**src/pkg/crps_defs.svh**
```systemverilog
`ifndef CRPS_DEFS_SVH
`define CRPS_DEFS_SVH
// ==========================================================
// timing constants
`define CRPS_CLK_NS            32'd40
`define CRPS_FAST_PARK_NS      32'd32000
// fast park length in cycles, rounded down (shortest time)
`define CRPS_FAST_PARK_CYC     ((`CRPS_FAST_PARK_NS) / (`CRPS_CLK_NS))
`define CRPS_CNT_W             10
// general purpose pin count
`define CRPS_GPIO_W            20
// reset values of driven levels
`define CRPS_SEL_RESET         1'b0
`define CRPS_OE_OFF            1'b1
`endif

```
**src/pkg/crps_pkg.sv**
```systemverilog
package crps_pkg;
  // ==========================================================
  // sequencer states
  typedef enum logic [2:0] {
    crps_st_pll    = 3'h0,
    crps_st_load   = 3'h1,
    crps_st_run    = 3'h2,
    crps_st_fpark  = 3'h3,
    crps_st_parked = 3'h4
  } crps_state_e;

  // flash port request/answer
  typedef struct packed {
    logic start;
    logic done;
  } crps_load_s;
endpackage

```
**src/core/crps_sync.sv**
```systemverilog
`timescale 1ns/1ps
`default_nettype none
// ==========================================================
// three-stage pin synchroniser; output changes when stages two and three agree
module crps_sync (
  input  wire logic clk_sys_in,
  input  wire logic reset_in,
  input  wire logic pin_in,
  output var  logic level_out
);
  typedef struct packed {
    logic s1;
    logic s2;
    logic s3;
    logic lvl;
  } crps_sync_s;
  crps_sync_s st_reg;   // stage state
  crps_sync_s st_next;  // next stage state

  // shift stages; update level on agreement
  always_comb begin
    st_next    = st_reg;
    st_next.s1 = pin_in;
    st_next.s2 = st_reg.s1;
    st_next.s3 = st_reg.s2;
    if (st_reg.s2 == st_reg.s3) begin
      st_next.lvl = st_reg.s3;
    end
  end

  // register with reset to inactive-high level
  always_ff @(posedge clk_sys_in) begin
    if (reset_in) begin
      st_reg <= 4'hF;
    end else begin
      st_reg <= st_next;
    end
  end

  assign level_out = st_reg.lvl;
endmodule
`default_nettype wire

```
**src/core/crps_sequencer.sv**
```systemverilog
`timescale 1ns/1ps
`default_nettype none
`include "crps_defs.svh"
module crps_sequencer (
  input  wire logic                     clk_sys_in,          // 25 MHz system clock
  input  wire logic                     reset_in,            // synchronous reset, high
  input  wire logic                     pll_locked_in,       // pll lock indication
  input  wire logic                     load_done_in,        // flash load finished, pulse
  input  wire logic                     fast_park_request_low_in, // async pin, active low
  input  wire logic                     projector_enable_in, // async pin
  input  wire logic [`CRPS_GPIO_W-1:0]  gpio_data_in,        // gpio levels from core
  input  wire logic [`CRPS_GPIO_W-1:0]  gpio_oe_low_in,      // gpio drive request, low drives
  input  wire logic                     flash_serial_clock_in,    // flash port levels from core
  input  wire logic                     flash_serial_data_out_in,
  input  wire logic                     flash_select_zero_in,
  input  wire logic                     flash_select_one_in,
  input  wire logic                     light_select_zero_in,
  input  wire logic                     light_select_one_in,
  output logic                          load_start_out,      // flash load request pulse
  output logic                          host_status_out,     // status flag level
  output logic                          host_status_oe_low_out, // status flag drive, low drives
  output logic                          flash_serial_clock_out,
  output logic                          flash_serial_data_out_out,
  output logic                          flash_select_zero_out,
  output logic                          flash_select_one_out,
  output logic                          flash_oe_low_out,    // flash pins drive, low drives
  output logic [`CRPS_GPIO_W-1:0]       gpio_out,
  output logic [`CRPS_GPIO_W-1:0]       gpio_oe_low_out,
  output logic                          light_select_zero_out,
  output logic                          light_select_one_out,
  output logic                          mirror_drive_enable_low_out,
  output logic                          projector_enable_out, // synchronised enable
  output logic                          parked_out            // fast park complete
);
  // ==========================================================
  // synchronised inputs
  logic park_low_sync;  // synchronised park request
  logic enable_sync;    // synchronised projector enable

  crps_sync u_sync_park (
    .clk_sys_in (clk_sys_in),
    .reset_in   (reset_in),
    .pin_in     (fast_park_request_low_in),
    .level_out  (park_low_sync)
  );

  crps_sync u_sync_en (
    .clk_sys_in (clk_sys_in),
    .reset_in   (reset_in),
    .pin_in     (projector_enable_in),
    .level_out  (enable_sync)
  );

  // ==========================================================
  // state record
  typedef struct packed {
    crps_pkg::crps_state_e     state;
    logic [`CRPS_CNT_W-1:0]    cnt;
    logic                      load_start;
    logic                      status;
    logic                      status_oe_low;
    logic                      fl_clk;
    logic                      fl_dout;
    logic                      fl_cs0;
    logic                      fl_cs1;
    logic                      fl_oe_low;
    logic [`CRPS_GPIO_W-1:0]   gpio;
    logic [`CRPS_GPIO_W-1:0]   gpio_oe_low;
    logic                      sel0;
    logic                      sel1;
    logic                      mden_low;
    logic                      en;
    logic                      parked;
  } crps_state_s;
  crps_state_s st_reg;   // registered state
  crps_state_s st_next;  // next state

  // ==========================================================
  // sequencing logic
  always_comb begin
    st_next            = st_reg;
    st_next.load_start = 1'b0;
    st_next.en         = enable_sync;
    // flash pins active after release, gpio drive follows the core request, parked state keeps mirror idle
    st_next.fl_clk      = flash_serial_clock_in;
    st_next.fl_dout     = flash_serial_data_out_in;
    st_next.fl_cs0      = flash_select_zero_in;
    st_next.fl_cs1      = flash_select_one_in;
    st_next.fl_oe_low   = 1'b0;
    st_next.gpio        = gpio_data_in;
    st_next.gpio_oe_low = gpio_oe_low_in;
    st_next.sel0        = light_select_zero_in;
    st_next.sel1        = light_select_one_in;
    case (st_reg.state)
      crps_pkg::crps_st_pll: begin
        // flag driven high while initialising
        st_next.status        = 1'b1;
        st_next.status_oe_low = 1'b0;
        st_next.mden_low      = 1'b0;
        if (pll_locked_in) begin
          st_next.state      = crps_pkg::crps_st_load;
          st_next.load_start = 1'b1;
        end
      end
      crps_pkg::crps_st_load: begin
        if (load_done_in) begin
          st_next.state  = crps_pkg::crps_st_run;
          st_next.status = 1'b0;
        end
      end
      crps_pkg::crps_st_run: begin
        // mirror drive follows projector enable
        st_next.mden_low = enable_sync;
        if (!park_low_sync) begin
          st_next.state = crps_pkg::crps_st_fpark;
          st_next.cnt   = '0;
        end
      end
      crps_pkg::crps_st_fpark: begin
        // mirrors idled, count park window
        st_next.mden_low = 1'b0;
        st_next.sel0     = 1'b0;
        st_next.sel1     = 1'b0;
        if (st_reg.cnt == `CRPS_CNT_W'(`CRPS_FAST_PARK_CYC - 1)) begin
          st_next.state  = crps_pkg::crps_st_parked;
          st_next.parked = 1'b1;
        end else begin
          st_next.cnt = st_reg.cnt + `CRPS_CNT_W'(1);
        end
      end
      crps_pkg::crps_st_parked: begin
        // stay parked until reset
        st_next.mden_low = 1'b0;
        st_next.sel0     = 1'b0;
        st_next.sel1     = 1'b0;
      end
      default: begin
        st_next.state = crps_pkg::crps_st_pll;
      end
    endcase
  end

  // ==========================================================
  // state register; reset forces safe pin states
  always_ff @(posedge clk_sys_in) begin
    if (reset_in) begin
      st_reg               <= '0;
      st_reg.state         <= crps_pkg::crps_st_pll;
      st_reg.status_oe_low <= `CRPS_OE_OFF;
      st_reg.fl_oe_low     <= `CRPS_OE_OFF;
      st_reg.gpio_oe_low   <= {`CRPS_GPIO_W{`CRPS_OE_OFF}};
      st_reg.sel0          <= `CRPS_SEL_RESET;
      st_reg.sel1          <= `CRPS_SEL_RESET;
      st_reg.mden_low      <= `CRPS_SEL_RESET;
    end else begin
      st_reg <= st_next;
    end
  end

  // ==========================================================
  // outputs straight from flip-flops
  assign load_start_out              = st_reg.load_start;
  assign host_status_out             = st_reg.status;
  assign host_status_oe_low_out      = st_reg.status_oe_low;
  assign flash_serial_clock_out      = st_reg.fl_clk;
  assign flash_serial_data_out_out   = st_reg.fl_dout;
  assign flash_select_zero_out       = st_reg.fl_cs0;
  assign flash_select_one_out        = st_reg.fl_cs1;
  assign flash_oe_low_out            = st_reg.fl_oe_low;
  assign gpio_out                    = st_reg.gpio;
  assign gpio_oe_low_out             = st_reg.gpio_oe_low;
  assign light_select_zero_out       = st_reg.sel0;
  assign light_select_one_out        = st_reg.sel1;
  assign mirror_drive_enable_low_out = st_reg.mden_low;
  assign projector_enable_out        = st_reg.en;
  assign parked_out                  = st_reg.parked;

  // ==========================================================
  // assertions
  reset_pins_a: assert property (@(posedge clk_sys_in) $past(reset_in) |->
    flash_oe_low_out && (&gpio_oe_low_out)) else $error("pins not tri-stated in reset");
  reset_low_a: assert property (@(posedge clk_sys_in) $past(reset_in) |->
    !light_select_zero_out && !light_select_one_out && !mirror_drive_enable_low_out)
    else $error("drive outputs not low in reset");
  reset_quiet_a: assert property (@(posedge clk_sys_in) $past(reset_in) |->
    !load_start_out && !parked_out) else $error("active output in reset");
  flag_high_a: assert property (@(posedge clk_sys_in) disable iff (reset_in)
    $past(reset_in) ##0 !reset_in |=> host_status_out && !host_status_oe_low_out)
    else $error("status flag not driven high after release");
  load_order_a: assert property (@(posedge clk_sys_in) disable iff (reset_in)
    load_start_out |-> $past(pll_locked_in)) else $error("load before pll lock");
  flag_done_a: assert property (@(posedge clk_sys_in) disable iff (reset_in)
    (st_reg.state == crps_pkg::crps_st_load) && load_done_in |=> !host_status_out)
    else $error("status flag not low after load");
  park_start_a: assert property (@(posedge clk_sys_in) disable iff (reset_in)
    (st_reg.state == crps_pkg::crps_st_run) && !park_low_sync |=> ##[1:2]
    !mirror_drive_enable_low_out) else $error("fast park did not idle mirrors");
  park_end_a: assert property (@(posedge clk_sys_in) disable iff (reset_in)
    $rose(parked_out) |-> $past(st_reg.state) == crps_pkg::crps_st_fpark)
    else $error("parked without fast park");
  pins_active_a: assert property (@(posedge clk_sys_in) disable iff (reset_in)
    $past(reset_in) && !reset_in |=> !flash_oe_low_out) else $error("flash pins not active");
endmodule
`default_nettype wire

```
**config.mk**
```make
export PLATFORM = sky130hd
export DESIGN_NAME = crps_sequencer
export DESIGN_NICKNAME = d
export VERILOG_FILES = /design/src/pkg/crps_pkg.sv /design/src/core/crps_sync.sv /design/src/core/crps_sequencer.sv
export VERILOG_INCLUDE_DIRS = /design/src /design/src/pkg
export SDC_FILE = /design/constraint.sdc
export NUM_CORES = 1
export LEC_CHECK = 0
export BUFFER_PORTS_ARGS = -buffer_cell sky130_fd_sc_hd__buf_2
export CORE_MARGIN = 4
export CORE_UTILIZATION = 52
export DETAILED_ROUTE_END_ITERATION = 16
export GPL_TIMING_DRIVEN = 0
export PLACE_DENSITY_LB_ADDON = 0.25
export SKIP_LAST_GASP = 1
export SYNTH_ARGS = -nofsm -noshare
export SYNTH_HDL_FRONTEND = slang
export SYNTH_SLANG_ARGS = --single-unit
```
**constraint.sdc**
```tcl
create_clock -name clk_sys_in -period 3.1 [get_ports clk_sys_in]
set_input_delay 0.31 -clock clk_sys_in [delete_from_list [all_inputs] [get_ports clk_sys_in]]
set_output_delay 0.31 -clock clk_sys_in [all_outputs]
set_load 0.02 [all_outputs]
```
* Word-level counts from Yosys, hierarchy flattened
Cells that the tools add are included.
Word-level totals: register bits 74, bits in latches 0, memory bits (writable) 0, ROM bits 0, output and inout bits 53, word-level logic and storage cells 67, memories kept 0
Operators by class: add/sub/neg operators 1, multipliers 0, div/mod/pow operators 0, magnitude comparators 0, eq/ne operators 12, shifts and indexed selects 0, mux-type cells 15, bitwise gates (word level) 2, reduce and logical (&&, ||, !) cells 12
Operator list (number):
- $mux W46 | 1
- $pmux W10 S2 | 1
- $pmux W3 S5 | 1
- $mux W13 | 1
- $add A10 B1 Y10 const B | 1
- $eq A10 B10 Y1 const B | 1
- $mux W10 | 1
- $ne A2 B2 Y1 const B | 5
- $mux W3 | 3
- $eq A3 B2 Y1 const B | 2
- $reduce_bool A2 Y1 | 3
- $reduce_or A3 Y1 | 2
- $reduce_and A5 Y1 | 1
- $mux W1 | 4
- $pmux W1 S2 | 2
- $reduce_and A2 Y1 | 2
- $reduce_or A2 Y1 | 2
- $eq A3 B1 Y1 const B | 1
- $eq A3 B3 Y1 const B | 1
- $logic_not A3 Y1 | 1
- $reduce_and A3 Y1 | 1
- $eq A1 B1 Y1 | 2
- $mux W2 | 1
- $not A1 Y1 | 2

* Depth between registers and ports, before layout
word-level depth 4, depth in mapped cells 5, mapped depth without buffers 5

* Modules after synthesis
A second synthesis with hierarchy kept.
Second synthesis, totals: cell total of the unflattened synthesis 277, area, all modules 2765.2 µm²
Modules (own cells, without submodules):
- crps_sequencer | instances 1, cells each 257, area an instance 2534.9 µm²
- crps_sync | instances 2, cells each 10, area an instance 115.1 µm²

* Least setup slack after synthesis
Ideal clock, no wire load.
path type reg2reg, start point register st_reg[53] in the netlist's numbering, end point register st_reg[61] in the netlist's numbering, setup time 0.120 ns, arrival time 1.426 ns, data required time 2.980 ns, setup slack 1.555 ns, stages on the path, launching flop included 6, buffers on the path 0, clock period less this slack 1.545 ns, cell sequence dfxtp_1 > ha_1 > nand2_1 > or3_1 > and4_1 > a211o_1
Between the ends: cells in the longest elaborated chain, start to end 3
RTL lines:
- start: declaration | line crps_sequencer.sv:75 | crps_state_s st_reg;
- start signal: assignment | line crps_sequencer.sv:156 | st_reg <= st_next;
- $add A10 B1 Y10 or $eq A10 B10 Y1 (tied branches) | line crps_sequencer.sv:128, crps_sequencer.sv:124
- $mux W10 or $ne A2 B2 Y1 (tied branches)
- $pmux W10 S2 or $reduce_and A3 Y1 (tied branches)
Several ways; a longest one is shown, not always the timed one. The select of a mux whose other input is x is not followed. A chain may end at the register's enable or synchronous reset.

* Final worst setup path
start point register st_reg[53] in the netlist's numbering, end point register st_reg[53] in the netlist's numbering
Same word-level chain as after synthesis.

==> impl_results.md <==
* Clk pwr share at approximately two fifths
* CTS sink cnt at between 70 and 80
* Count of cell types in the netlist at 44
* Hold depth at 2
* Number of fill cells in the layout at 420
* CP startpoint kind: flop
* RSZ-0062 raised after global routing: false
* Worst setup margin at 1270 ps
* Worst EP required at 3380 ps
* R2r endpoint: st_reg[53]
* Fin crit period at 1830 ps
* CTS root buf: clkbuf_8
* Fin crit share at between 50% and 60%
* Initial antenna violation count at 0
* Worst-Margin Slew at 529 ps
* Worst EP arrival at 2110 ps
* Nets at 436
* Cells after Synth at 268
* DIE HEIGHT at 80.7 um
* Final hold slack at 146 ps
* Peak VDD IR at 0.358 mV
* Critical path cell sequence: ha_1 > and3_1 > nand4_1 > a21oi_2 > mux2_2
* TritonCTS clock tree: yes
* Post-Synthesis Cell Area at roughly 2700 um2
* I/O pin total at approximately 110
* Area delta synth->final at 29.8%
* Final setup vio count at 0
* First-pass GRT wire length at 8680 um
* Drt pass-1 iters at 4
* Int Pwr at about 1.6 mW
* Drt drc at 0
* Critical path's slowest cell: dfxtp_1
* Mean post-synth cell area at 10.2 um2
* Row count at 26
* Worst min path class: input pin to flop
* Via count at 2131
* Maximum clock frequency at 545 MHz
* Final Util at around 70%
* Remaining antenna violation count at 0
* DPL Wire Length at 4120 um
* Total CTS buffers at 9
* Wire per inst at 12.1 um
* P_leak at 1.70 nW
* Yosys reg bits at 74
* Hold EP: gpio_oe_low_out[2]
* Worst Path Max Fanout at 6
* Port Buffers at between 100 and 150
* Sequential group share of total power at 49.9%
* Status: finished, final reports clean
* Slew Limit Fails at 0
* Clock Latency Late Sink at between 300 and 400 ps
* Post-Route WL at 5540 um
* Switch Pwr at 0.458 mW
* R2r startpoint: st_reg[53]
* Register-to-register setup slack at 1270 ps
* Final Wtd Congestion at 0.874
* R2R cell count at 5
* Crit. End Element: flop
* Starting density of the core at 53.8%
* # Post-CTS Setup Buffers at 0
* Slew margin rel. at 64.8%
* Gr usage total at 17.6%
* Vias per inst at 4.65
* Syn_nets at 321
* H-tree depth at 3
* Overall power at 2.02 mW
* Setup Crit Path Kind: flop to flop
* Clock transition at the registers of the reported paths at around 80 ps
* Hold Crit Start: gpio_oe_low_in[2]
* Switch share at approximately 23%
* Slowest cell delay on critical path at ~390 ps
* Largest net degree at the start of global routing at 13
* Comb pwr share at approximately 11%
* Detailed Route Iter0 Violations at 64
* Top FF cell, synth: dfxtp_1
* Post-cts sizing count at 0
* Vias in the first global route at 1968
* Clock skew at 7.08 ps
* Cts hold-fix bufs at 0
* Area of the core at slightly above 5000 um2
* Synth warnings at 0
* Share of post-route cells with drive strength above 1 at 50.5%
* Async set or reset register ratio after synthesis at 0%
* PD cells at ~570 nW/um2
* Number of max-cap violations at 0
* Max clock buf depth at 2
* Setup TNS at 0 ps
* Setup Slack @ Placement at 1320 ps
* # diodes at 0
* Register area share after synthesis at between 50% and 60%
* Die area at 6510 um2
* Post-synth EDFFs at 0
* Hold violation count in the final report at 0
* Overall die width at approximately 81 um
* Total congestion overflow at 0
power by group through the flow:
stage | sequential (mW) | clock [mW] | combinational, mW
2_1_floorplan | 1.04 | 0 | 0.135
3_3_place_gp | 1.03 | 0 | 0.222
3_5_place_dp | 1.03 | 0 | 0.225
4_1_cts | 1.01 | 0.806 | 0.227
5_1_grt | 1.01 | 0.848 | 0.245
6_report | 1.01 | 0.784 | 0.225
per-layer routing:
layer / GRT usage, % / vias to the layer above / wire length (um)
li1: - / 1079 / -
met1: 20.9 / 961 / 2240
met2: 28.7 / 81 / 2680
met3: 6.28 / 10 / 514
met4: 7.60 / 0 / 102
met5: 0 / - / 0
worst max-delay path: cells and delay by family (launching register included):
family,cells,cell delay [ps]
DFF,1,390
adders and majority gates,1,280
muxes,1,210
and+or+nand+nor,2,510
AOI/OAI and AO/OA,1,380
stage by stage:
stage,cell area (um2),std cells
2_1_floorplan,2750,268
3_3_place_gp,3350,442
3_5_place_dp,3350,442
4_1_cts,3560,458
5_1_grt,3560,458
6_report,3560,458
how the worst max path moves through the flow:
stage,start,endpoint
final,st_reg[53],st_reg[53]
after global routing,st_reg[53],st_reg[53]
after CTS,st_reg[53],st_reg[53]
after detailed placement,st_reg[53],st_reg[56]
after global placement,st_reg[53],st_reg[53]
after floorplan,st_reg[53],st_reg[61]
logic make-up after synthesis:
kind of cell    Yosys count  synth area share [%]
flops                    74                  53.9
mux                       1                 0.410
fa+ha+maj                 1                 0.456
simple gates            102                  21.9
compound gates           35                  10.2
buf+inv                  55                  13.1
final cells by class:
cell class	count	area, um2	area share, %
clock inverters	5	78.8	2.21
multi-input cells	139	905	25.4
inverters	4	15.0	0.421
clock buffers	11	131	3.69
repair buffers	104	520	14.6
plain buffers	51	345	9.69
well taps	70	87.6	2.46
flip-flops and latches	74	1480	41.6
layout by cell type, fill, tap and decap left out, drive strengths merged, types with 3 or more instances in the layout:
cell / netlist / final
nand4: 3 / 3
or2: 26 / 26
nand2b: 3 / 3
o21bai: 3 / 3
a211oi: 4 / 4
buf: 44 / 148
nor2b: 26 / 26
and2: 6 / 6
clkbuf: 7 / 18
a21o: 3 / 3
clkinv: 0 / 3
nor2: 15 / 15
a21oi: 9 / 9
nor4: 4 / 4
dfxtp: 74 / 74
nand2: 7 / 7
nor3: 3 / 3
inv: 4 / 4
Yosys cell counts, types with 2 or more instances:
| cell | instances | area (um2) |
|---|---|---|
| o21bai_1 | 3 | 22.5 |
| a211oi_2 | 3 | 37.5 |
| a21o_1 | 3 | 22.5 |
| a211o_1 | 2 | 17.5 |
| nand4_1 | 2 | 12.5 |
| and2_1 | 5 | 31.3 |
| nand2_1 | 7 | 26.3 |
| a41oi_1 | 2 | 17.5 |
| nor3_1 | 3 | 15.0 |
| inv_1 | 4 | 15.0 |
| dfxtp_1 | 74 | 1480 |
| o21ai_0 | 2 | 10.0 |
| buf_2 | 3 | 15.0 |
| nor2_1 | 15 | 56.3 |
| a21oi_1 | 8 | 40.0 |
| nor4_1 | 4 | 25.0 |
| clkbuf_1 | 7 | 26.3 |
| nand3_1 | 2 | 10.0 |
| nand2b_1 | 3 | 18.8 |
| o21a_1 | 2 | 15.0 |
| nor2b_1 | 26 | 163 |
| buf_4 | 40 | 300 |
| and4_1 | 2 | 17.5 |
| or2_2 | 26 | 163 |
No activity file was read; power rests on OpenSTA's default activity.
